**config.mk**
```make
export PLATFORM = sky130hd
export DESIGN_NAME = psq_status_engine
export DESIGN_NICKNAME = d
export VERILOG_FILES = /design/src/verilog/psq_pkg.sv /design/src/verilog/psq_bit_image.sv /design/src/verilog/psq_status_engine.sv
export VERILOG_INCLUDE_DIRS = /design/src /design/src/verilog
export SDC_FILE = /design/constraint.sdc
export NUM_CORES = 1
export LEC_CHECK = 0
export BUFFER_PORTS_ARGS = -buffer_cell sky130_fd_sc_hd__buf_2
export CAP_MARGIN = 15
export CORE_ASPECT_RATIO = 0.6
export CORE_MARGIN = 2
export CORE_UTILIZATION = 60
export DETAILED_ROUTE_END_ITERATION = 7
export GPL_TIMING_DRIVEN = 0
export HOLD_SLACK_MARGIN = 0.1
export PLACE_DENSITY = 0.86
export RECOVER_POWER = 100
export SYNTH_ARGS = -nofsm -noshare
export SYNTH_HDL_FRONTEND = slang
export SYNTH_HIERARCHICAL = 1
export SYNTH_SLANG_ARGS = --single-unit
```
**constraint.sdc**
```tcl
create_clock -name i_clk -period 3.8 [get_ports i_clk]
set_input_delay 0.38 -clock i_clk [delete_from_list [all_inputs] [get_ports i_clk]]
set_output_delay 0.38 -clock i_clk [all_outputs]
set_load 0.05 [all_outputs]
```
**src/verilog/psq_defines.svh**
```systemverilog
// Constants for the status query engine: field positions, ASCII codes and lengths.
`ifndef PSQ_DEFINES_SVH
`define PSQ_DEFINES_SVH

// Operational flag positions (bit 1 of the image sits at index 0).
`define PSQ_OP_REGMODE 0
`define PSQ_OP_FOLD_ARMED 1
`define PSQ_OP_AUTO_RESTART 2
`define PSQ_OP_OUTPUT_ON 3
`define PSQ_OP_SRQ_FOLD 4
`define PSQ_OP_SRQ_OVP 5
`define PSQ_OP_SRQ_OTP 6
`define PSQ_OP_ALARM_SUM 7
`define PSQ_OP_W 8

// Fault latch positions.
`define PSQ_AL_OVERVOLT 0
`define PSQ_AL_THERMAL 1
`define PSQ_AL_INPUT_FAIL 2
`define PSQ_AL_FOLDBACK 3
`define PSQ_AL_CMD_FAULT 4
`define PSQ_AL_W 5

// Command error positions; index 0 is unused and reads zero.
`define PSQ_ER_UNUSED 0
`define PSQ_ER_UNKNOWN 1
`define PSQ_ER_OVERFLOW 2
`define PSQ_ER_VOLT_RANGE 3
`define PSQ_ER_CURR_RANGE 4
`define PSQ_ER_W 5

// Reply segment indices in complete-status order.
`define PSQ_SEG_ACT_VOLT 3'h0
`define PSQ_SEG_SET_VOLT 3'h1
`define PSQ_SEG_ACT_CURR 3'h2
`define PSQ_SEG_SET_CURR 3'h3
`define PSQ_SEG_OPER 3'h4
`define PSQ_SEG_ALARM 3'h5
`define PSQ_SEG_ERROR 3'h6
`define PSQ_SEG_COUNT 7

// Two-letter prefixes, first letter in the upper byte.
`define PSQ_PFX_ACT_VOLT 16'h4156
`define PSQ_PFX_SET_VOLT 16'h5356
`define PSQ_PFX_ACT_CURR 16'h4141
`define PSQ_PFX_SET_CURR 16'h5341
`define PSQ_PFX_OPER 16'h4F53
`define PSQ_PFX_ALARM 16'h414C
`define PSQ_PFX_ERROR 16'h5053

// ASCII characters.
`define PSQ_CHR_ZERO 8'h30
`define PSQ_CHR_ONE 8'h31
`define PSQ_CHR_CR 8'h0D
`define PSQ_CHR_LF 8'h0A

// Default width of each numeric field in characters.
`define PSQ_ANA_CHARS 5
// Nominal command processing time that the host allows for.
`define PSQ_CMD_PROC_MS 15

`endif

```
**src/verilog/psq_pkg.sv**
```systemverilog
// Types shared by the status query engine.
package psq_pkg;

   typedef enum logic [2:0] {
      PSQ_CMD_OTHER = 3'h0,
      PSQ_CMD_CLEAR = 3'h1,
      PSQ_CMD_OPER_Q = 3'h2,
      PSQ_CMD_ALARM_Q = 3'h3,
      PSQ_CMD_ERROR_Q = 3'h4,
      PSQ_CMD_FULL_Q = 3'h5,
      PSQ_CMD_ADDR_SEL = 3'h6
   } psq_cmd_t;

   typedef enum logic [4:0] {
      PSQ_ST_IDLE = 5'h01,
      PSQ_ST_PREFIX = 5'h02,
      PSQ_ST_BODY = 5'h04,
      PSQ_ST_CR = 5'h08,
      PSQ_ST_LF = 5'h10
   } psq_state_t;

endpackage : psq_pkg

```
**src/verilog/psq_bit_image.sv**
```systemverilog
// Turns a flag vector into one ASCII digit per bit, selected by character index.
`timescale 1ns/1ps
`default_nettype none
`include "psq_defines.svh"

module psq_bit_image #(
   parameter int W = 8
) (
   // Flags and selection.
   input wire logic [W-1:0] i_bits,
   input wire logic [3:0] i_idx,
   // Selected character.
   output logic [7:0] o_char
);

   logic [7:0] chars [0:15];

   genvar g;
   generate
      for (g = 0; g < 16; g++) begin : g_chr
         if (g < W) begin : g_used
            assign chars[g] = i_bits[g] ? `PSQ_CHR_ONE : `PSQ_CHR_ZERO;
         end else begin : g_pad
            assign chars[g] = `PSQ_CHR_ZERO;
         end
      end
   endgenerate

   assign o_char = chars[i_idx];

endmodule : psq_bit_image
`default_nettype wire

```
**src/verilog/psq_status_engine.sv**
```systemverilog
// Status registers, unit addressing and ASCII reply generation of the remote interface.
//
// Function
// Operational flags update every cycle; reads never change them; clear empties summary.
// Operational bit 1 reports regulation mode: 0 voltage, 1 current.
// Bits 2-4 report foldback armed, auto-restart on and output on.
// Bits 5-7 report service request enables for foldback, over-voltage, over-temperature.
// Bit 8 is set whenever any fault latch bit except input failure is set.
// The input supply failure bit never sets the operational alarm summary.
// Fault latch holds over-voltage, thermal, input fail, foldback, command fault.
// Over-voltage, thermal and command fault clear at power-off or clear command.
// Foldback fault bit clears itself when foldback protection is cancelled.
// Input failure sets at every power-off; host clears it after power-up.
// Any error bit forces command fault; errors clear only by clear command.
// Error bits: unused, unknown command, overflow, voltage range, current range.
// Operational query replies with its prefix and one digit per bit.
// Alarm query replies with its prefix and the fault latch digits.
// Error query replies with its prefix and the error digits.
// Complete query sends seven prefixed fields in the fixed documented order.
// Host allows a nominal fifteen millisecond processing time per command.
// Host waits for a reply to finish before sending the next command.
// Unit starts listening; only an address match makes it active.
// Another unit's address sends this unit back to listen mode.
// Every reply ends with carriage return then line feed.
// Image digits are ASCII 0 or 1, bit 1 first, ascending.
`timescale 1ns/1ps
`default_nettype none
`include "psq_defines.svh"

module psq_status_engine
   import psq_pkg::*;
#(
   parameter int ADDR_W = 5,
   parameter int ANA_CHARS = `PSQ_ANA_CHARS
) (
   // Clock and reset.
   input wire logic i_clk,
   input wire logic i_rst_n,
   // Unit address strap, asynchronous to the clock.
   input wire logic [ADDR_W-1:0] i_unit_addr,
   // Decoded command from the serial parser.
   input wire logic i_cmd_valid,
   input wire psq_cmd_t i_cmd_code,
   input wire logic [ADDR_W-1:0] i_cmd_addr,
   // Live supply state.
   input wire logic i_regulation_mode,
   input wire logic i_fold_armed,
   input wire logic i_auto_restart,
   input wire logic i_output_on,
   input wire logic i_srq_fold_en,
   input wire logic i_srq_ovp_en,
   input wire logic i_srq_otp_en,
   // Fault events, one-cycle pulses.
   input wire logic i_ovp_trip,
   input wire logic i_otp_trip,
   input wire logic i_ac_off,
   input wire logic i_fold_trip,
   input wire logic i_fold_cancel,
   // Command error events, one-cycle pulses.
   input wire logic i_err_unknown,
   input wire logic i_err_overflow,
   input wire logic i_err_volt_range,
   input wire logic i_err_curr_range,
   // Numeric fields as ASCII, first character in the top byte.
   input wire logic [8*ANA_CHARS-1:0] i_act_volt,
   input wire logic [8*ANA_CHARS-1:0] i_set_volt,
   input wire logic [8*ANA_CHARS-1:0] i_act_curr,
   input wire logic [8*ANA_CHARS-1:0] i_set_curr,
   // Reply character stream.
   output logic o_tx_valid,
   output logic [7:0] o_tx_data,
   input wire logic i_tx_ready,
   // Status views.
   output logic o_unit_active,
   output logic o_busy,
   output logic [`PSQ_OP_W-1:0] o_op_flags,
   output logic [`PSQ_AL_W-1:0] o_alarm_flags,
   output logic [`PSQ_ER_W-1:0] o_error_flags
);

   // Address strap synchroniser.
   logic [ADDR_W-1:0] addr_meta_ff;
   logic [ADDR_W-1:0] addr_sync_ff;

   // Status registers.
   logic [`PSQ_OP_W-1:0] op_ff;
   logic [`PSQ_AL_W-1:0] alm_ff;
   logic [`PSQ_ER_W-1:0] err_ff;
   logic active_ff;

   // Reply snapshots, so a slow drain cannot tear the image.
   logic [`PSQ_OP_W-1:0] snap_op_ff;
   logic [`PSQ_AL_W-1:0] snap_alm_ff;
   logic [`PSQ_ER_W-1:0] snap_err_ff;
   logic [8*ANA_CHARS-1:0] snap_av_ff;
   logic [8*ANA_CHARS-1:0] snap_sv_ff;
   logic [8*ANA_CHARS-1:0] snap_aa_ff;
   logic [8*ANA_CHARS-1:0] snap_sa_ff;

   // Reply sequencer.
   psq_state_t state_ff;
   psq_state_t nxt_state;
   logic [2:0] seg_ff;
   logic [2:0] nxt_seg;
   logic [2:0] seg_end_ff;
   logic [3:0] chr_ff;
   logic [3:0] nxt_chr;
   logic tx_valid_ff;
   logic [7:0] tx_data_ff;
   logic [7:0] nxt_char;

   always_ff @(posedge i_clk) begin
      if (!i_rst_n) begin
         addr_meta_ff <= '0;
         addr_sync_ff <= '0;
      end else begin
         addr_meta_ff <= i_unit_addr;
         addr_sync_ff <= addr_meta_ff;
      end
   end

   // Command acceptance.
   wire is_query = (i_cmd_code == PSQ_CMD_OPER_Q) || (i_cmd_code == PSQ_CMD_ALARM_Q) ||
                   (i_cmd_code == PSQ_CMD_ERROR_Q) || (i_cmd_code == PSQ_CMD_FULL_Q);
   wire addr_cmd = i_cmd_valid && (i_cmd_code == PSQ_CMD_ADDR_SEL);
   wire addr_match = (i_cmd_addr == addr_sync_ff);
   wire clear_cmd = i_cmd_valid && active_ff && (i_cmd_code == PSQ_CMD_CLEAR);
   // A query that lands while a reply is still going out is dropped.
   wire query_go = i_cmd_valid && active_ff && is_query && !o_busy;

   // Start and end segment for each query.
   wire [2:0] q_seg_start = (i_cmd_code == PSQ_CMD_OPER_Q) ? `PSQ_SEG_OPER :
                            (i_cmd_code == PSQ_CMD_ALARM_Q) ? `PSQ_SEG_ALARM :
                            (i_cmd_code == PSQ_CMD_ERROR_Q) ? `PSQ_SEG_ERROR :
                            `PSQ_SEG_ACT_VOLT;
   wire [2:0] q_seg_end = (i_cmd_code == PSQ_CMD_FULL_Q) ? `PSQ_SEG_ERROR : q_seg_start;

   // Error register; a new error beats a clear in the same cycle.
   logic [`PSQ_ER_W-1:0] err_set;
   assign err_set[`PSQ_ER_UNUSED] = 1'b0;
   assign err_set[`PSQ_ER_UNKNOWN] = i_err_unknown;
   assign err_set[`PSQ_ER_OVERFLOW] = i_err_overflow;
   assign err_set[`PSQ_ER_VOLT_RANGE] = i_err_volt_range;
   assign err_set[`PSQ_ER_CURR_RANGE] = i_err_curr_range;
   wire [`PSQ_ER_W-1:0] nxt_err = (clear_cmd ? '0 : err_ff) | err_set;

   // Fault latch next values.
   logic [`PSQ_AL_W-1:0] nxt_alm;
   wire clr_or_off = clear_cmd || i_ac_off;
   assign nxt_alm[`PSQ_AL_OVERVOLT] =
      (clr_or_off ? 1'b0 : alm_ff[`PSQ_AL_OVERVOLT]) | i_ovp_trip;
   assign nxt_alm[`PSQ_AL_THERMAL] =
      (clr_or_off ? 1'b0 : alm_ff[`PSQ_AL_THERMAL]) | i_otp_trip;
   assign nxt_alm[`PSQ_AL_INPUT_FAIL] =
      (clear_cmd ? 1'b0 : alm_ff[`PSQ_AL_INPUT_FAIL]) | i_ac_off;
   assign nxt_alm[`PSQ_AL_FOLDBACK] =
      ((clear_cmd || i_fold_cancel) ? 1'b0 : alm_ff[`PSQ_AL_FOLDBACK]) | i_fold_trip;
   assign nxt_alm[`PSQ_AL_CMD_FAULT] =
      (clr_or_off ? 1'b0 : alm_ff[`PSQ_AL_CMD_FAULT]) | (|nxt_err);

   // Summary ignores the input failure bit.
   logic [`PSQ_AL_W-1:0] sum_mask;
   assign sum_mask = ~(`PSQ_AL_W'(1) << `PSQ_AL_INPUT_FAIL);
   wire alarm_sum = |(alm_ff & sum_mask);

   logic [`PSQ_OP_W-1:0] nxt_op;
   assign nxt_op[`PSQ_OP_REGMODE] = i_regulation_mode;
   assign nxt_op[`PSQ_OP_FOLD_ARMED] = i_fold_armed;
   assign nxt_op[`PSQ_OP_AUTO_RESTART] = i_auto_restart;
   assign nxt_op[`PSQ_OP_OUTPUT_ON] = i_output_on;
   assign nxt_op[`PSQ_OP_SRQ_FOLD] = i_srq_fold_en;
   assign nxt_op[`PSQ_OP_SRQ_OVP] = i_srq_ovp_en;
   assign nxt_op[`PSQ_OP_SRQ_OTP] = i_srq_otp_en;
   assign nxt_op[`PSQ_OP_ALARM_SUM] = alarm_sum;

   always_ff @(posedge i_clk) begin
      if (!i_rst_n) begin
         op_ff <= '0;
         alm_ff <= '0;
         err_ff <= '0;
      end else begin
         op_ff <= nxt_op;
         alm_ff <= nxt_alm;
         err_ff <= nxt_err;
      end
   end

   // Addressing: listen after reset, active only on a matching select.
   always_ff @(posedge i_clk) begin
      if (!i_rst_n) begin
         active_ff <= 1'b0;
      end else if (addr_cmd) begin
         active_ff <= addr_match;
      end
   end

   // Snapshots are taken when a query is accepted.
   always_ff @(posedge i_clk) begin
      if (!i_rst_n) begin
         snap_op_ff <= '0;
         snap_alm_ff <= '0;
         snap_err_ff <= '0;
         snap_av_ff <= '0;
         snap_sv_ff <= '0;
         snap_aa_ff <= '0;
         snap_sa_ff <= '0;
      end else if (query_go) begin
         snap_op_ff <= op_ff;
         snap_alm_ff <= alm_ff;
         snap_err_ff <= err_ff;
         snap_av_ff <= i_act_volt;
         snap_sv_ff <= i_set_volt;
         snap_aa_ff <= i_act_curr;
         snap_sa_ff <= i_set_curr;
      end
   end

   // Per-segment prefix and body length.
   wire [15:0] pfx_word = (seg_ff == `PSQ_SEG_ACT_VOLT) ? `PSQ_PFX_ACT_VOLT :
                          (seg_ff == `PSQ_SEG_SET_VOLT) ? `PSQ_PFX_SET_VOLT :
                          (seg_ff == `PSQ_SEG_ACT_CURR) ? `PSQ_PFX_ACT_CURR :
                          (seg_ff == `PSQ_SEG_SET_CURR) ? `PSQ_PFX_SET_CURR :
                          (seg_ff == `PSQ_SEG_OPER) ? `PSQ_PFX_OPER :
                          (seg_ff == `PSQ_SEG_ALARM) ? `PSQ_PFX_ALARM : `PSQ_PFX_ERROR;
   wire [7:0] pfx_char = chr_ff[0] ? pfx_word[7:0] : pfx_word[15:8];
   wire [3:0] body_last = (seg_ff == `PSQ_SEG_OPER) ? 4'(`PSQ_OP_W - 1) :
                          (seg_ff == `PSQ_SEG_ALARM) ? 4'(`PSQ_AL_W - 1) :
                          (seg_ff == `PSQ_SEG_ERROR) ? 4'(`PSQ_ER_W - 1) :
                          4'(ANA_CHARS - 1);

   // Numeric field character: shift the chosen string left so the wanted byte is on top.
   wire [8*ANA_CHARS-1:0] ana_sel = (seg_ff == `PSQ_SEG_ACT_VOLT) ? snap_av_ff :
                                    (seg_ff == `PSQ_SEG_SET_VOLT) ? snap_sv_ff :
                                    (seg_ff == `PSQ_SEG_ACT_CURR) ? snap_aa_ff : snap_sa_ff;
   wire [8*ANA_CHARS-1:0] ana_shift = ana_sel << {chr_ff, 3'h0};
   wire [7:0] ana_char = ana_shift[8*ANA_CHARS-1 -: 8];

   logic [7:0] op_char;
   logic [7:0] alm_char;
   logic [7:0] err_char;

   psq_bit_image #(.W(`PSQ_OP_W)) u_op_image (
      .i_bits(snap_op_ff),
      .i_idx(chr_ff),
      .o_char(op_char)
   );

   psq_bit_image #(.W(`PSQ_AL_W)) u_alm_image (
      .i_bits(snap_alm_ff),
      .i_idx(chr_ff),
      .o_char(alm_char)
   );

   psq_bit_image #(.W(`PSQ_ER_W)) u_err_image (
      .i_bits(snap_err_ff),
      .i_idx(chr_ff),
      .o_char(err_char)
   );

   wire [7:0] body_char = (seg_ff == `PSQ_SEG_OPER) ? op_char :
                          (seg_ff == `PSQ_SEG_ALARM) ? alm_char :
                          (seg_ff == `PSQ_SEG_ERROR) ? err_char : ana_char;

   // The output stage takes a new character when it is empty or being drained.
   wire stage_free = !tx_valid_ff || i_tx_ready;
   wire step = (state_ff != PSQ_ST_IDLE) && stage_free;

   always_comb begin
      nxt_state = state_ff;
      nxt_seg = seg_ff;
      nxt_chr = chr_ff;
      nxt_char = tx_data_ff;
      case (state_ff)
         PSQ_ST_IDLE: begin
            if (query_go) begin
               nxt_state = PSQ_ST_PREFIX;
               nxt_seg = q_seg_start;
               nxt_chr = 4'h0;
            end
         end
         PSQ_ST_PREFIX: begin
            nxt_char = pfx_char;
            if (chr_ff[0]) begin
               nxt_state = PSQ_ST_BODY;
               nxt_chr = 4'h0;
            end else begin
               nxt_chr = chr_ff + 4'h1;
            end
         end
         PSQ_ST_BODY: begin
            nxt_char = body_char;
            if (chr_ff == body_last) begin
               nxt_chr = 4'h0;
               if (seg_ff == seg_end_ff) begin
                  nxt_state = PSQ_ST_CR;
               end else begin
                  nxt_state = PSQ_ST_PREFIX;
                  nxt_seg = seg_ff + 3'h1;
               end
            end else begin
               nxt_chr = chr_ff + 4'h1;
            end
         end
         PSQ_ST_CR: begin
            nxt_char = `PSQ_CHR_CR;
            nxt_state = PSQ_ST_LF;
         end
         PSQ_ST_LF: begin
            nxt_char = `PSQ_CHR_LF;
            nxt_state = PSQ_ST_IDLE;
         end
         default: begin
            nxt_state = PSQ_ST_IDLE;
         end
      endcase
   end

   always_ff @(posedge i_clk) begin
      if (!i_rst_n) begin
         state_ff <= PSQ_ST_IDLE;
         seg_ff <= 3'h0;
         seg_end_ff <= 3'h0;
         chr_ff <= 4'h0;
      end else if (query_go || step) begin
         state_ff <= nxt_state;
         seg_ff <= nxt_seg;
         chr_ff <= nxt_chr;
         if (query_go) begin
            seg_end_ff <= q_seg_end;
         end
      end
   end

   always_ff @(posedge i_clk) begin
      if (!i_rst_n) begin
         tx_valid_ff <= 1'b0;
         tx_data_ff <= 8'h00;
      end else if (step) begin
         tx_valid_ff <= 1'b1;
         tx_data_ff <= nxt_char;
      end else if (i_tx_ready) begin
         tx_valid_ff <= 1'b0;
      end
   end

   assign o_tx_valid = tx_valid_ff;
   assign o_tx_data = tx_data_ff;
   assign o_busy = (state_ff != PSQ_ST_IDLE) || tx_valid_ff;
   assign o_unit_active = active_ff;
   assign o_op_flags = op_ff;
   assign o_alarm_flags = alm_ff;
   assign o_error_flags = err_ff;

endmodule : psq_status_engine
`default_nettype wire

```
======== Word level (Yosys, flattened, before mapping) ========
Index checks and enable logic that the tools add are counted.
cells by class
  multiply operators ...................... 0
  add/subtract/negate cells ............... 2
  shift operators ......................... 1
  bitwise gates (word level) .............. 7
  divide/modulo/power cells ............... 0
  magnitude comparators ................... 1
  reduce and logical (&&, ||, !) cells .... 28
  muxes and demuxes ....................... 67
  equality and inequality tests ........... 25
operators by type and width
  cell                                           count
  2-to-1 mux 40 bit                              3
  binary-select mux 8 bit (select 4 bit)         3
  2-to-1 mux 8 bit                               10
  2-to-1 mux 13 bit                              6
  << shifter 40 x 7 -> 40 bit                    1
  case mux 8 bit (4 select lines)                1
  2-to-1 mux 1 bit                               25
  2-to-1 mux 3 bit                               7
  2-to-1 mux 5 bit                               4
  case mux 5 bit (4 select lines)                1
  == test 3 bit, second input constant           6
  2-to-1 mux 4 bit                               4
  == test 3 x 2 -> 1 bit, second input constant  4
  case mux 4 bit (3 select lines)                1
  logical OR 1 bit                               8
  inequality test 2 bit, second input constant   4
  == test 3 x 1 -> 1 bit, second input constant  2
  logical AND 1 bit                              6
  case mux 3 bit (2 select lines)                1
  == test 5 x 1 -> 1 bit, second input constant  1
  == test 5 x 2 -> 1 bit, second input constant  1
  == test 5 x 3 -> 1 bit, second input constant  1
  == test 5 x 4 -> 1 bit, second input constant  1
  == test 5 bit                                  1
  other kinds (22)                               29
word-level totals
  input port bits ......................... 193
  memory bits (read-only) ................. 0
  bits in latches ......................... 0
  RAM bits ................................ 0
  flip-flop bits (word level) ............. 231
  output and inout bits ................... 29
  memories kept ........................... 0

======== Logic depth before layout (Yosys ltp) ========
  depth in word-level cells ............... 9
  gate-level depth with buffers ........... 12
  depth with buffers taken out ............ 8

======== Cells and area by module ========
The synthesis kept the hierarchy.
modules (own cells, without submodules)
  module                           area an instance (um^2)  cells an instance  instances
  psq_status_engine                10501.3                  1406               1
  psq_bit_image (u_alm_image ...)  116.4                    16                 2
  psq_bit_image (u_op_image)       133.9                    17                 1

======== Worst setup path before layout ========
Ideal clock, no wire load.
  kind .................................... reg2reg
  start ................................... register active_ff, in the netlist o_unit_active
  end ..................................... register seg_ff[0]
  slack ................................... 1.341 ns
  arrival ................................. 2.385 ns
  stages on the path, launching flop included .. 8
  setup time .............................. 0.074 ns
  path through ............................ dfxtp_1 -> nand2_1 -> o2111ai_1 -> a22oi_1 -> or4_1 -> buf_2 -> or4b_1 -> a31oi_1
between the ends
  word-level cells in the longest chain between the ends .. 5
  elaborated cells between the ends (all ways) .. 6
  classes of those cells .................. eq/ne: 1; reduce/logical: 5
RTL lines
  element                                                              RTL line                  source
  from (decl)                                                          psq_status_engine.sv:89   logic active_ff;
  from (signal assigned)                                               psq_status_engine.sv:193  active_ff <= addr_match;
  logical AND 1 bit * (3 in series)                                    psq_status_engine.sv:129  wire query_go = i_cmd_valid && active_ff && is_query && !o_busy;
  inequality test 2 bit (no line) or logical OR 1 bit (tied branches)  --
  AND reduction 5 bit (no line) *                                      --
  to (signal assigned)                                                 psq_status_engine.sv:326  seg_ff <= nxt_seg;
  to (decl)                                                            psq_status_engine.sv:103  logic [2:0] seg_ff;
Every way passes the cells marked *; elsewhere a longest branch is shown, timed or not.
A chain may end at the register's enable or synchronous reset.

======== Final worst setup path ========
  start ................................... register state_ff[4]
  end ..................................... register snap_sa_ff[33]
between the ends
  word-level cells in the longest chain between the ends .. 4
RTL lines
  element                         RTL line                  source
  from (decl)                     psq_status_engine.sv:101  psq_state_t state_ff;
  from (signal assigned)          psq_status_engine.sv:325  state_ff <= nxt_state;
  inequality test 5 x 1 -> 1 bit  psq_status_engine.sv:348  assign o_busy = (state_ff != PSQ_ST_IDLE) || tx_valid_ff;
  logical OR 1 bit                psq_status_engine.sv:348
  zero test 1 bit                 psq_status_engine.sv:129
  logical AND 1 bit               psq_status_engine.sv:129
  to (signal assigned)            psq_status_engine.sv:214  snap_sa_ff <= i_set_curr;
  to (decl)                       psq_status_engine.sv:98   logic [8*ANA_CHARS-1:0] snap_sa_ff;
Every way passes these cells.

==> flow_summary.json <==
{
  "yosys_warnings": 6,
  "fin_area_mm2": 0.0131,
  "synthTopCellsByArea": "dfxtp_1, nand2_1, a21oi_1, clkbuf_1, o21ai_0",
  "final_util_pct": 73.1,
  "routed_wirelength_mm": 48.1,
  "power.density_mw_per_mm2": 529,
  "via_per_inst": 6.49,
  "antenna_found_initial": 3,
  "crit_type": "register to register",
  "timing.final.crit_share_pct": 103,
  "reg2reg_from": "state_ff[4]",
  "timing.final.ws_setup_ns": -0.109,
  "dpl.hpwl_mm": 34.1,
  "drt_iter0_drc": 2107,
  "max_freq_mhz": 256,
  "synthToLayoutAreaGrowth_pct": 20.5,
  "skew_ns": 0.0219,
  "core_region_area_mm2": 0.0179,
  "vias": 12849,
  "cts.path.max_buffers": 3,
  "antenna_left": 0,
  "status": "complete, but fails checks",
  "required_ns": 4.24,
  "nNetsFinal": 1926,
  "hp-start": "i_set_volt[1]",
  "clkLatencyLatePin_ns": 0.52,
  "grt_pass1_wl_mm": 69.1,
  "crit_path_start": "state_ff[4]",
  "wl_per_cell_um": 24.3,
  "crit_fanout": 10,
  "layout.cells.non_filler": 1980,
  "syn_avg_cell_area_um2": 7.47,
  "cts_max_level": 1,
  "drt_first_pass_iters": 6,
  "cts-root-buf": "clkbuf_16",
  "hold_viol": 0,
  "ys_types": 74,
  "synth_cells": 1455,
  "postPlaceCellArea_mm2": 0.0123,
  "cap_violations": 0,
  "fin_crit_ns": 3.91,
  "synth_edf_count": 0,
  "start_kind": "register",
  "die-area_mm2": 0.0192,
  "setup_viol": 15,
  "track_usage_pct": 48.5,
  "power_leakage_nw": 4.81,
  "grt_setup_unrepaired": "no",
  "syn-cell-area_mm2": 0.0109,
  "grt_overflow": 0,
  "grt_max_degree": 17,
  "drive_above_1_share_pct": 16.1,
  "violations": "setup timing",
  "crit_arrival_ns": 4.35,
  "post-route-drc-count": 0,
  "clock_sinks": 231,
  "yosysSeqAreaShare_pct": 42.6,
  "dpl.cell_count": 1930,
  "io_pins": 222,
  "place.port_buffers": 220,
  "endpoint_kind": "register",
  "async_flop_share_pct": 0,
  "tritoncts": "done",
  "synth_top_cell_by_area": "dfxtp_1",
  "fp-row-count": 38,
  "slew_headroom_pct": 7.01,
  "ys_seq_elements": 231,
  "chipHeight_um": 108,
  "cts_made_buffers": 21,
  "hold_slack_ns": 0.0968,
  "first_global_vias": 11671,
  "worst_pin_slew_ns": 1.39,
  "yosysTopAreaCellShare_pct": 42.6,
  "gp_congestion": 1.05,
  "die_x_um": 178,
  "ir_drop_mv": 0.348,
  "post-cts-setup-buffer-count": 0,
  "hold_class": "input pin to register",
  "initial_utilization_pct": 60.6,
  "clkSlewWorstSetupHoldPaths_ns": 0.07,
  "synthFlopType": "dfxtp_1",
  "slew_viol_final": 0
}
cell families after synthesis:
kind of cell	share of synthesized area (%)
and+or+nand+nor	24.2
AOI/OAI and AO/OA	23.4
DFF	42.6
buffers and inverters	6.37
muxes	1.58
xor gates and xnor gates	0.886
adders and majority gates	0.806
other	0.207
state kept, by name, indices dropped and copies added (netlist names), 3 cells and up:
name           count
snap_err_ff        5
addr_meta_ff       5
o_op_flags         8
snap_alm_ff        5
chr_ff             4
snap_op_ff         8
o_alarm_flags      5
seg_ff             3
snap_av_ff        40
seg_end_ff         3
state_ff           5
o_tx_data          8
o_error_flags      5
snap_sv_ff        40
snap_sa_ff        40
addr_sync_ff       5
snap_aa_ff        40
Yosys cell counts (13+ instances only):
cell	n
nand2_1	405
a21oi_1	237
dfxtp_1	231
clkbuf_1	93
nor2_1	65
o21ai_0	55
buf_4	24
nor3_1	21
and2_1	20
o22ai_1	18
nand2b_1	16
o221ai_1	16
inv_1	15
buf_2	13
worst paths after layout:
| kind | end | slack [ns] | cells after the start |
|---|---|---|---|
| worst max-delay path | snap_sa_ff[33] | -0.11 | 9 |
| worst min-delay path | snap_sv_ff[1] | 0.1 | 3 |
| worst max register to register | snap_sa_ff[33] | -0.11 | 9 |
| worst min register to register | addr_sync_ff[3] | 0.44 | 1 |
routing by layer:
layer | vias up | routed length, µm | global-route usage (%)
li1 | 5504 | - | -
met1 | 5948 | 18700 | 67.8
met2 | 1211 | 19000 | 68.7
met3 | 182 | 8680 | 17.7
met4 | 4 | 1760 | 16.5
met5 | - | 27 | 0
layout make-up:
| type | instances | area, µm² |
|---|---|---|
| multi-input cells | 1083 | 5600 |
| fillers | 1351 | 4820 |
| flip-flops and latches | 231 | 4620 |
| repair buffers | 233 | 1190 |
| clock buffers | 32 | 637 |
| plain buffers | 137 | 619 |
| well taps | 240 | 300 |
| inverters | 19 | 71.3 |
| clock inverters | 4 | 52.6 |
| diodes | 1 | 2.50 |
what timing repair did:
item,in CTS,in global routing
hold endpoints to repair,13,0
setup endpoints to repair,0,5
gates resized for setup,0,11
hold buffers,13,0
through the flow:
stage | worst slack (ns) | total power [mW] | TNS [ns]
floorplan | 1.34 | 3.87 | 0
detailed placement | 0.134 | 4.64 | 0
global route | 0.0218 | 7.06 | 0
global placement | 0.0398 | 4.64 | 0
finish | -0.109 | 6.93 | -0.608
CTS | 0.115 | 6.75 | 0
report_power, final:
part	internal (mW)	switching (mW)	leakage, nW	total (mW)
combinational	0.664	1.56	2.60	2.22
sequential	2.47	0.0531	1.87	2.52
clock	1.22	0.959	0.341	2.18
placed cells by master, fill, tap and decap left out, types with 6 or more instances in the layout:
master         synthesis  routed
or3_1                  9       9
dlygate4sd3_1          0      13
inv_1                 15      15
nor3b_1                7       7
dfxtp_1              231     231
and2_0                 0      13
nand2_1              405     405
o221ai_1              16      16
o311a_1                6       6
nor4_1                 8       8
ha_1                   7       7
nor3_1                21      21
a31oi_1               10      10
clkbuf_1              93     129
conb_1                 6      21
o211ai_1               9       9
buf_4                 24      24
a21o_1                 8       8
o2111ai_1              6       6
a21oi_1              237     238
nor2_1                65      65
o21ai_0               55      55
nor2b_1                7       7
clkbuf_16              0      21
clkbuf_8               0       7
and2_1                20       8
nand3b_1               6       6
o22ai_1               18      18
buf_2                 13     198
xnor2_1                7       7
mux2i_1               10      10
nand2b_1              16      16
a211oi_1              10      10
worst max-delay path: stages (launching register included):
cell and delay (ns):
dfxtp_1 0.31, buf_2 0.18, nor2_2 0.20, and3_1 0.27, nand2_1 0.10, nor2_1 1.06, clkbuf_1 0.82, clkbuf_1 0.57
nand2_1 0.15, a21oi_1 0.17
(Power assumes the default switching activity.)
